## config.mk

```make
export PLATFORM = sky130hd
export DESIGN_NAME = rtcatc_time_control
export DESIGN_NICKNAME = d
export VERILOG_FILES = /design/src/shared/rtcatc_pkg.sv /design/src/rtcatc_time_control.sv /design/src/rtcatc_alarm_match.sv /design/src/rtcatc_periodic.sv
export SDC_FILE = /design/constraint.sdc
export NUM_CORES = 1
export LEC_CHECK = 0
export BUFFER_PORTS_ARGS = -buffer_cell sky130_fd_sc_hd__buf_2
export CAP_MARGIN = 5
export CORE_UTILIZATION = 48
export DETAILED_ROUTE_END_ITERATION = 8
export HOLD_SLACK_MARGIN = 0.03
export PLACE_DENSITY_LB_ADDON = 0.08
export SLEW_MARGIN = 25
export SYNTH_ARGS = -nofsm -noshare
export SYNTH_HDL_FRONTEND = slang
export SYNTH_SLANG_ARGS = --single-unit
```

## constraint.sdc

```tcl
create_clock -name clk -period 2 [get_ports clk]
set_clock_uncertainty 0.15 [all_clocks]
set_input_delay 0.4 -clock clk [delete_from_list [all_inputs] [get_ports clk]]
set_output_delay 0.4 -clock clk [all_outputs]
set_load 0.01 [all_outputs]
```

## src/shared/rtcatc_pkg.sv

```systemverilog
// Constants for the alarm-compare and time-control logic of the clock
package rtcatc_pkg;

  // ----------------------------------------------------------------
  // Register offsets
  // ----------------------------------------------------------------
  localparam logic [7:0] RTCATC_OFS_ALARM_SEC_MIN = 8'h14;
  localparam logic [7:0] RTCATC_OFS_ALARM_HOURS_WEEKDAY = 8'h15;
  localparam logic [7:0] RTCATC_OFS_ALARM_DATE_MONTH = 8'h16;
  localparam logic [7:0] RTCATC_OFS_CLOCK_TIME_CONTROL = 8'h17;

  // ----------------------------------------------------------------
  // Field positions
  // ----------------------------------------------------------------
  localparam int RTCATC_SEC_LSB = 0;
  localparam int RTCATC_MIN_LSB = 8;
  localparam int RTCATC_HOUR_LSB = 0;
  localparam int RTCATC_PM_BIT = 5;
  localparam int RTCATC_WDAY_LSB = 8;
  localparam int RTCATC_DOM_LSB = 0;
  localparam int RTCATC_MON_LSB = 8;
  localparam int RTCATC_BCD_BIT = 15;
  localparam int RTCATC_12HR_BIT = 14;
  localparam int RTCATC_SET_BIT = 11;
  localparam int RTCATC_STS_BIT = 10;
  localparam int RTCATC_ALMSET_BIT = 9;
  localparam int RTCATC_ALMSTS_BIT = 8;
  localparam int RTCATC_RATE_LSB = 4;

  // ----------------------------------------------------------------
  // Don't-care codes (all ones in each field)
  // ----------------------------------------------------------------
  localparam logic [6:0] RTCATC_DC_SEC = 7'h7f;
  localparam logic [6:0] RTCATC_DC_MIN = 7'h7f;
  localparam logic [4:0] RTCATC_DC_HOUR = 5'h1f;
  localparam logic [3:0] RTCATC_DC_WDAY = 4'hf;
  localparam logic [5:0] RTCATC_DC_DOM = 6'h3f;
  localparam logic [4:0] RTCATC_DC_MON = 5'h1f;

  // ----------------------------------------------------------------
  // Reset values
  // ----------------------------------------------------------------
  localparam logic [6:0] RTCATC_RST_SEC = 7'h00;
  localparam logic [6:0] RTCATC_RST_MIN = 7'h00;
  localparam logic [4:0] RTCATC_RST_HOUR = 5'h00;
  localparam logic RTCATC_RST_PM = 1'b0;
  localparam logic [3:0] RTCATC_RST_WDAY = 4'h0;
  localparam logic [5:0] RTCATC_RST_DOM = 6'h00;
  localparam logic [4:0] RTCATC_RST_MON = 5'h00;
  localparam logic RTCATC_RST_BCD = 1'b0;
  localparam logic RTCATC_RST_12HR = 1'b0;
  localparam logic RTCATC_RST_SET = 1'b0;
  localparam logic RTCATC_RST_STS = 1'b0;
  localparam logic RTCATC_RST_ALMSET = 1'b1;
  localparam logic RTCATC_RST_ALMSTS = 1'b1;
  localparam logic [2:0] RTCATC_RST_RATE = 3'h2;

  // ----------------------------------------------------------------
  // Periodic rate codes
  // ----------------------------------------------------------------
  localparam logic [2:0] RTCATC_RATE_OFF = 3'h0;
  localparam logic [2:0] RTCATC_RATE_SEC = 3'h1;
  localparam logic [2:0] RTCATC_RATE_MIN = 3'h2;
  localparam logic [2:0] RTCATC_RATE_HOUR = 3'h3;
  localparam logic [2:0] RTCATC_RATE_DAY = 3'h4;
  localparam logic [2:0] RTCATC_RATE_MONTH = 3'h5;

  // ----------------------------------------------------------------
  // Timing
  // ----------------------------------------------------------------
  localparam int RTCATC_RTC_CLK_HZ = 32768;
  localparam int RTCATC_SYS_CLK_HZ = 100000000;

endpackage

```

## src/rtcatc_time_control.sv

```systemverilog
// Alarm registers, time control register and alarm event logic
module rtcatc_time_control
  import rtcatc_pkg::*;
(
  // Clock and reset
  input wire logic clk,
  input wire logic rst,
  input wire logic ce,
  // Register port
  input wire logic reg_wr,
  input wire logic reg_rd,
  input wire logic [7:0] reg_addr,
  input wire logic [15:0] reg_wdata,
  output logic [15:0] reg_rdata,
  // 32kHz timing and counter rollovers
  input wire logic rtc_tick,
  input wire logic sec_roll,
  input wire logic min_roll,
  input wire logic hour_roll,
  input wire logic day_roll,
  input wire logic month_roll,
  // Current time
  input wire logic [6:0] cur_seconds,
  input wire logic [6:0] cur_minutes,
  input wire logic [5:0] current_hour,
  input wire logic [2:0] cur_weekday,
  input wire logic [5:0] cur_day_of_month,
  input wire logic [4:0] cur_month,
  // Control to counters
  output logic counter_halt,
  output logic bcd_sel,
  output logic twelve_hour_sel,
  // Events
  output logic alarm_event,
  output logic periodic_irq
);

  // ----------------------------------------------------------------
  // State
  // ----------------------------------------------------------------
  typedef struct packed {
    logic [6:0] alarm_seconds;
    logic [6:0] alarm_minutes;
    logic [4:0] alarm_hour;
    logic alarm_pm_flag;
    logic [3:0] alarm_weekday;
    logic [5:0] alarm_day_of_month;
    logic [4:0] alarm_month;
    logic bcd;
    logic twelve;
    logic set_req;
    logic alarm_halt_req;
    logic [2:0] periodic_irq_rate;
    logic counter_halted;
    logic alarm_halted;
    logic match_prev;
    logic alarm_event;
    logic [15:0] rdata;
  } rtcatc_state_t;

  localparam rtcatc_state_t RTCATC_RST_STATE = '{
    alarm_seconds: RTCATC_RST_SEC,
    alarm_minutes: RTCATC_RST_MIN,
    alarm_hour: RTCATC_RST_HOUR,
    alarm_pm_flag: RTCATC_RST_PM,
    alarm_weekday: RTCATC_RST_WDAY,
    alarm_day_of_month: RTCATC_RST_DOM,
    alarm_month: RTCATC_RST_MON,
    bcd: RTCATC_RST_BCD,
    twelve: RTCATC_RST_12HR,
    set_req: RTCATC_RST_SET,
    alarm_halt_req: RTCATC_RST_ALMSET,
    periodic_irq_rate: RTCATC_RST_RATE,
    counter_halted: RTCATC_RST_STS,
    alarm_halted: RTCATC_RST_ALMSTS,
    match_prev: 1'b0,
    alarm_event: 1'b0,
    rdata: 16'h0000
  };

  rtcatc_state_t s_q, s_d;
  logic match;
  logic [5:0] hour_seen;

  // ----------------------------------------------------------------
  // Read composition
  // ----------------------------------------------------------------
  // Unused and reserved bits read as zero
  function automatic logic [15:0] read_word(input rtcatc_state_t s,
                                            input logic [7:0] addr);
    logic [15:0] w;
    w = 16'h0000;
    unique case (addr)
      RTCATC_OFS_ALARM_SEC_MIN: begin
        w[RTCATC_SEC_LSB +: 7] = s.alarm_seconds;
        w[RTCATC_MIN_LSB +: 7] = s.alarm_minutes;
      end
      RTCATC_OFS_ALARM_HOURS_WEEKDAY: begin
        w[RTCATC_HOUR_LSB +: 5] = s.alarm_hour;
        w[RTCATC_PM_BIT] = s.alarm_pm_flag;
        w[RTCATC_WDAY_LSB +: 4] = s.alarm_weekday;
      end
      RTCATC_OFS_ALARM_DATE_MONTH: begin
        w[RTCATC_DOM_LSB +: 6] = s.alarm_day_of_month;
        w[RTCATC_MON_LSB +: 5] = s.alarm_month;
      end
      RTCATC_OFS_CLOCK_TIME_CONTROL: begin
        w[RTCATC_BCD_BIT] = s.bcd;
        w[RTCATC_12HR_BIT] = s.twelve;
        w[RTCATC_SET_BIT] = s.set_req;
        w[RTCATC_STS_BIT] = s.counter_halted;
        w[RTCATC_ALMSET_BIT] = s.alarm_halt_req;
        w[RTCATC_ALMSTS_BIT] = s.alarm_halted;
        w[RTCATC_RATE_LSB +: 3] = s.periodic_irq_rate;
      end
      default: w = 16'h0000;
    endcase
    return w;
  endfunction

  // ----------------------------------------------------------------
  // Alarm compare
  // ----------------------------------------------------------------
  // 24h top bit zero
  assign hour_seen = s_q.twelve ? current_hour :
                     {1'b0, current_hour[4:0]};

  rtcatc_alarm_match u_match (
    .alarm_seconds(s_q.alarm_seconds),
    .alarm_minutes(s_q.alarm_minutes),
    .alarm_hour(s_q.alarm_hour),
    .alarm_pm_flag(s_q.alarm_pm_flag),
    .alarm_weekday(s_q.alarm_weekday),
    .alarm_day_of_month(s_q.alarm_day_of_month),
    .alarm_month(s_q.alarm_month),
    .twelve_hour_sel(s_q.twelve),
    .cur_seconds(cur_seconds),
    .cur_minutes(cur_minutes),
    .current_hour(hour_seen),
    .cur_weekday(cur_weekday),
    .cur_day_of_month(cur_day_of_month),
    .cur_month(cur_month),
    .match(match)
  );

  // ----------------------------------------------------------------
  // Next state
  // ----------------------------------------------------------------
  always_comb begin
    s_d = s_q;
    s_d.alarm_event = 1'b0;
    if (reg_rd) begin
      s_d.rdata = read_word(s_q, reg_addr);
    end
    if (reg_wr) begin
      unique case (reg_addr)
        RTCATC_OFS_ALARM_SEC_MIN: begin
          s_d.alarm_seconds = reg_wdata[RTCATC_SEC_LSB +: 7];
          s_d.alarm_minutes = reg_wdata[RTCATC_MIN_LSB +: 7];
        end
        RTCATC_OFS_ALARM_HOURS_WEEKDAY: begin
          s_d.alarm_hour = reg_wdata[RTCATC_HOUR_LSB +: 5];
          s_d.alarm_pm_flag = reg_wdata[RTCATC_PM_BIT];
          s_d.alarm_weekday = reg_wdata[RTCATC_WDAY_LSB +: 4];
        end
        RTCATC_OFS_ALARM_DATE_MONTH: begin
          s_d.alarm_day_of_month = reg_wdata[RTCATC_DOM_LSB +: 6];
          s_d.alarm_month = reg_wdata[RTCATC_MON_LSB +: 5];
        end
        RTCATC_OFS_CLOCK_TIME_CONTROL: begin
          s_d.bcd = reg_wdata[RTCATC_BCD_BIT];
          s_d.twelve = reg_wdata[RTCATC_12HR_BIT];
          s_d.set_req = reg_wdata[RTCATC_SET_BIT];
          s_d.alarm_halt_req = reg_wdata[RTCATC_ALMSET_BIT];
          s_d.periodic_irq_rate = reg_wdata[RTCATC_RATE_LSB +: 3];
        end
        default: begin
          s_d.rdata = s_d.rdata;
        end
      endcase
    end
    // Requests are sampled at the tick so the counters never see a
    // stop in the middle of a 32kHz period
    if (rtc_tick) begin
      s_d.counter_halted = s_q.set_req;
      s_d.alarm_halted = s_q.alarm_halt_req;
      s_d.match_prev = match;
      s_d.alarm_event = match && !s_q.match_prev && !s_q.alarm_halted;
    end
  end

  always_ff @(posedge clk or posedge rst) begin
    if (rst) begin
      s_q <= RTCATC_RST_STATE;
    end else if (ce) begin
      s_q <= s_d;
    end
  end

  // ----------------------------------------------------------------
  // Periodic pulse
  // ----------------------------------------------------------------
  rtcatc_periodic u_periodic (
    .clk(clk),
    .rst(rst),
    .ce(ce),
    .rtc_tick(rtc_tick),
    .sec_roll(sec_roll),
    .min_roll(min_roll),
    .hour_roll(hour_roll),
    .day_roll(day_roll),
    .month_roll(month_roll),
    .periodic_irq_rate(s_q.periodic_irq_rate),
    .counter_halted(s_q.counter_halted),
    .periodic_irq(periodic_irq)
  );

  // ----------------------------------------------------------------
  // Outputs
  // ----------------------------------------------------------------
  assign reg_rdata = s_q.rdata;
  assign counter_halt = s_q.counter_halted;
  assign bcd_sel = s_q.bcd;
  assign twelve_hour_sel = s_q.twelve;
  assign alarm_event = s_q.alarm_event;

endmodule

```

## src/rtcatc_alarm_match.sv

```systemverilog
// Combinational alarm comparison with per-field don't care
module rtcatc_alarm_match
  import rtcatc_pkg::*;
(
  // Alarm settings
  input wire logic [6:0] alarm_seconds,
  input wire logic [6:0] alarm_minutes,
  input wire logic [4:0] alarm_hour,
  input wire logic alarm_pm_flag,
  input wire logic [3:0] alarm_weekday,
  input wire logic [5:0] alarm_day_of_month,
  input wire logic [4:0] alarm_month,
  input wire logic twelve_hour_sel,
  // Current time
  input wire logic [6:0] cur_seconds,
  input wire logic [6:0] cur_minutes,
  input wire logic [5:0] current_hour,
  input wire logic [2:0] cur_weekday,
  input wire logic [5:0] cur_day_of_month,
  input wire logic [4:0] cur_month,
  // Result
  output logic match
);

  // ----------------------------------------------------------------
  // Field compare
  // ----------------------------------------------------------------
  // Equality is coding agnostic, so binary and BCD compare alike
  function automatic logic field_hit(input logic [6:0] alm,
                                     input logic [6:0] cur,
                                     input logic [6:0] dc);
    field_hit = (alm == dc) || (alm == cur);
  endfunction

  logic hour_hit;
  logic pm_hit;

  always_comb begin
    hour_hit = field_hit({2'b00, alarm_hour}, {2'b00, current_hour[4:0]},
                         {2'b00, RTCATC_DC_HOUR});
    pm_hit = !twelve_hour_sel || (alarm_hour == RTCATC_DC_HOUR) ||
             (alarm_pm_flag == current_hour[RTCATC_PM_BIT]);
    match = field_hit(alarm_seconds, cur_seconds, RTCATC_DC_SEC) &&
            field_hit(alarm_minutes, cur_minutes, RTCATC_DC_MIN) &&
            hour_hit && pm_hit &&
            field_hit({3'b000, alarm_weekday}, {4'b0000, cur_weekday},
                      {3'b000, RTCATC_DC_WDAY}) &&
            field_hit({1'b0, alarm_day_of_month}, {1'b0, cur_day_of_month},
                      {1'b0, RTCATC_DC_DOM}) &&
            field_hit({2'b00, alarm_month}, {2'b00, cur_month},
                      {2'b00, RTCATC_DC_MON});
  end

endmodule

```

## src/rtcatc_periodic.sv

```systemverilog
// Periodic interrupt pulse generator, one 32kHz period wide
module rtcatc_periodic
  import rtcatc_pkg::*;
(
  // Clock and reset
  input wire logic clk,
  input wire logic rst,
  input wire logic ce,
  // Timing
  input wire logic rtc_tick,
  input wire logic sec_roll,
  input wire logic min_roll,
  input wire logic hour_roll,
  input wire logic day_roll,
  input wire logic month_roll,
  // Control
  input wire logic [2:0] periodic_irq_rate,
  input wire logic counter_halted,
  // Pulse
  output logic periodic_irq
);

  typedef struct packed {
    logic pending;
    logic pulse;
  } rtcatc_per_t;

  rtcatc_per_t s_q, s_d;
  logic roll_sel;

  always_comb begin
    s_d = s_q;
    unique case (periodic_irq_rate)
      RTCATC_RATE_SEC: roll_sel = sec_roll;
      RTCATC_RATE_MIN: roll_sel = min_roll;
      RTCATC_RATE_HOUR: roll_sel = hour_roll;
      RTCATC_RATE_DAY: roll_sel = day_roll;
      RTCATC_RATE_MONTH: roll_sel = month_roll;
      default: roll_sel = 1'b0;
    endcase
    // Pulse spans tick to tick, so it lasts one 32kHz period
    if (rtc_tick) begin
      s_d.pulse = s_q.pending && !counter_halted;
      s_d.pending = 1'b0;
    end
    // A roll landing on the tick is kept for the next period
    if (roll_sel) begin
      s_d.pending = 1'b1;
    end
    if (counter_halted) begin
      s_d.pending = 1'b0;
      s_d.pulse = 1'b0;
    end
  end

  always_ff @(posedge clk or posedge rst) begin
    if (rst) begin
      s_q <= '0;
    end else if (ce) begin
      s_q <= s_d;
    end
  end

  assign periodic_irq = s_q.pulse;

endmodule

```

==> metrics.md <==
| Metric | Value |
|---|---|
| Status | completed |
| Syn avg cell area | 11.4 um2 |
| 1st-pass router iterations | 4 |
| Peak Freq | 513 MHz |
| Syn Std Cell Area | 0.00343 mm2 |
| Port-buffer cells | 87 |
| Dpl cells | 483 |
| Post-synth top area share | 43.8% |
| Unrepaired setup endpoints after global routing | true |
| Residual DRC | 0 |
| Core Region | 0.00683 mm2 |
| Top_reg_cell synth | dfrtp_1 |
| Initial drt markers | 125 |
| FILL cells | 616 |
| Worst endpoint data arrival time | 2.05 ns |
| Slew Viols, Final | 0 |
| Leak | 2.17 nW |
| Routed vias | 2,622 |
| Layout cells sized above 1 | 46.3% |
| #FFs+latches synth | 63 |
| CP Launch Type | register |
| Final GP Congestion | 0.850 |
| RR Startpoint | s_q[61] |
| CTS tree | done |
| Worst Setup SP | s_q[61] |
| Antenna Violating Nets Remaining | 0 |
| CP required | 2.09 ns |
| Global-route usage over all layers | 24.1% |
| Number of antenna violations at the first check in global routing | 0 |
| Reg clk slew, reported paths | 0.07 ns |
| Clock Tree Buf Depth | 2 |
| Die X | 86.5 um |
| Final setup margin | 0.0491 ns |
| Most instantiated library cell after synthesis | dfrtp_1 |
| H-tree depth | 3 |
| DP Worst Slack | -0.0718 ns |
| Rows | 30 |
| Rel. slew slack | 53.3% |
| Critical Path End Type | register |
| Layout Cells excl Fill | 500 |
| Crit share post-route | 97.5% |
| Hold Crit Start | reg_wdata[15] |
| CP max-delay cell | dfrtp_1 |
| Syn Nets | 370 |
| Kind of critical path | reg -> reg |
| Final Hold Vio Count | 0 |
| Area added between synthesis and finish | 24.9% |
| Yosys cell types | 45 |
| Fin nets | 468 |
| Clk root buf | clkbuf_8 |
| Routed Wire Length | 8.37 mm |
| Post-DP HPWL | 6.31 mm |
| Setup bufs post-CTS | 0 |
| Commonest cells in the netlist | 60 x dfrtp_1, 28 x mux2_2, 26 x nand2_1, 19 x o21ai_0, 19 x xor2_1 |
| Critical path's most frequent cell | nand4_1 |
| Fin util | 62.6% |
| VDD IR max | 0.000439 V |
| Wirelength per Cell | 16.7 um |
| Die area | 0.00748 mm2 |
| Number of global-route vias before repair | 2,584 |
| Hold Path Class | in -> reg |
| Critical Path Max Stage Delay | 0.40 ns |
| Largest cells by area after synthesis | dfrtp_1 44%, mux2_2 9.2%, mux2_4 7.5% |
| Largest net degree at the start of global routing | 64 |
| Synth Instances | 301 |
| Post-synth top area cell | dfrtp_1 |
| Maximum capacitance violations | 0 |
| Asr flop ratio synth | 100% |
| Number of synthesized flops with an enable pin | 0 |
| Initial Util | 50.1% |
| Antenna Cells | 0 |
| Hold WS | 0.138 ns |
| Worst-margin pin slew | 0.699 ns |
| Fin area | 0.00428 mm2 |
| Critical path fanouts, max | 2 |
| Min cycle time layout | 1.95 ns |
| Yosys warns | 0 |
| Vias per cell | 5.24 |
| Die H | 86.5 um |
| Cell Area, Placed | 0.00402 mm2 |
| Clock sinks | 63 |
| CTS Buf Count | 9 |
| Top-Level Pins | 90 |
| Grt total ovfl | 0 |
| Sequential element share of the synthesized area | 46.1% |
| Worst-path cell chain | xor2_1, nor4_1, nand4_1, a221oi_2, nand4_1, o32ai_1 |
| Final setup violation count | 0 |
| First-pass GRT wire length | 13.2 mm |
| Clk_lat worst skew | 0.34 ns |
| Pwr dens | 681 mW/mm2 |
==> power by group <==
| part | internal (W) | total [W] | leakage [nW] | switching (W) |
|---|---|---|---|---|
| Combinational | 0.000147 | 0.000299 | 1.19 | 0.000152 |
| Clock | 0.000767 | 0.00128 | 0.112 | 0.000509 |
| Sequential | 0.00131 | 0.00134 | 0.865 | 0.0000321 |
| Total | 0.00222 | 0.00291 | 2.17 | 0.000693 |
==> through the flow <==
stage | setup TNS (ns) | power (W)
after floorplan | -0.222 | 0.00150
after global placement | -0.394 | 0.00165
after detailed placement | -0.856 | 0.00166
after CTS | 0 | 0.00293
after global routing | -0.0329 | 0.00302
final | 0 | 0.00291
==> registers in the layout (all words and copies together), names as in the netlist <==
name / flops
s_q: 42
bcd_sel: 1
twelve_hour_sel: 1
alarm_event: 1
u_periodic.s_q: 1
reg_rdata: 15
u_periodic.periodic_irq: 1
counter_halt: 1
==> critical path, delay by kind of cell, from the launching register on <==
kind	cells	cell delay [ns]
simple gates	3	0.61
compound gates	2	0.54
xor+xnor	1	0.15
flops	1	0.40
==> kinds of logic (layout without fill, tap and decap cells) <==
| family | Yosys count | count (layout) | share of synthesized area, % |
|---|---|---|---|
| other | 1 | 1 | 0.109 |
| flip-flops | 63 | 63 | 46.1 |
| XOR/XNOR | 30 | 30 | 7.67 |
| AND/OR/NAND/NOR | 72 | 72 | 11.1 |
| AO/OA/AOI/OAI | 44 | 44 | 8.33 |
| buffers and inverters | 34 | 137 | 6.46 |
| multiplexers | 57 | 57 | 20.2 |
==> placed cells by master, fill, tap and decap left out, drive strengths merged, types with 2 or more instances in the layout <==
master / netlist / routed
mux2i: 12 / 12
dfrtp: 60 / 60
xnor2: 11 / 11
mux2: 45 / 45
nor3: 2 / 2
bufinv: 0 / 2
a22oi: 2 / 2
clkbuf: 5 / 11
a21oi: 6 / 6
nor2: 13 / 13
and4: 2 / 2
inv: 7 / 6
buf: 22 / 113
and3: 2 / 2
nor2b: 3 / 3
nand3: 7 / 7
a221oi: 8 / 8
o21ai: 19 / 19
dfstp: 3 / 3
xor2: 19 / 19
nor4: 4 / 4
nand2: 26 / 26
nand4: 9 / 9
clkinvlp: 0 / 3
==> final cells by class <==
class	instances	area, um2	share of cell area [%]
Clock buffer	11	151	3.54
Inverter	7	30.0	0.702
Clock inverter	5	80.1	1.87
Multi-Input combinational cell	204	1650	38.6
Timing Repair Buffer	114	666	15.6
Tap cell	96	120	2.81
Sequential cell	63	1580	36.9
==> final timing paths <==
check                                     to  slack, ns  cells past startpoint
worst max-delay path             alarm_event       0.05                      6
worst min-delay path                 bcd_sel       0.14                      2
worst max register to register   alarm_event       0.05                      6
worst min register to register  reg_rdata[4]       0.32                      2
max in group asynchronous            s_q[18]       0.82                      4
min in group asynchronous            s_q[59]       0.54                      4
==> timing repair <==
| item | 4_1_cts | 5_1_grt |
|---|---|---|
| pin swaps | 0 | 1 |
| hold buffers | 1 | 0 |
| endpoints found under the setup margin | 1 | 1 |
| gates resized for setup | 1 | 1 |
| hold endpoints to repair | 60 | 0 |
| gates cloned | 0 | 0 |
==> per-layer routing <==
metal	wire, um	vias to the layer above	share of wire (%)	global-route usage, %
li1	-	1256	-	-
met1	3970	1283	47	32.9
met2	3890	69	46	37.5
met3	325	14	3.9	3.90
met4	185	0	2.2	11.7
met5	0	-	0	0
Note: power is estimated with default switching activity, not from simulation.
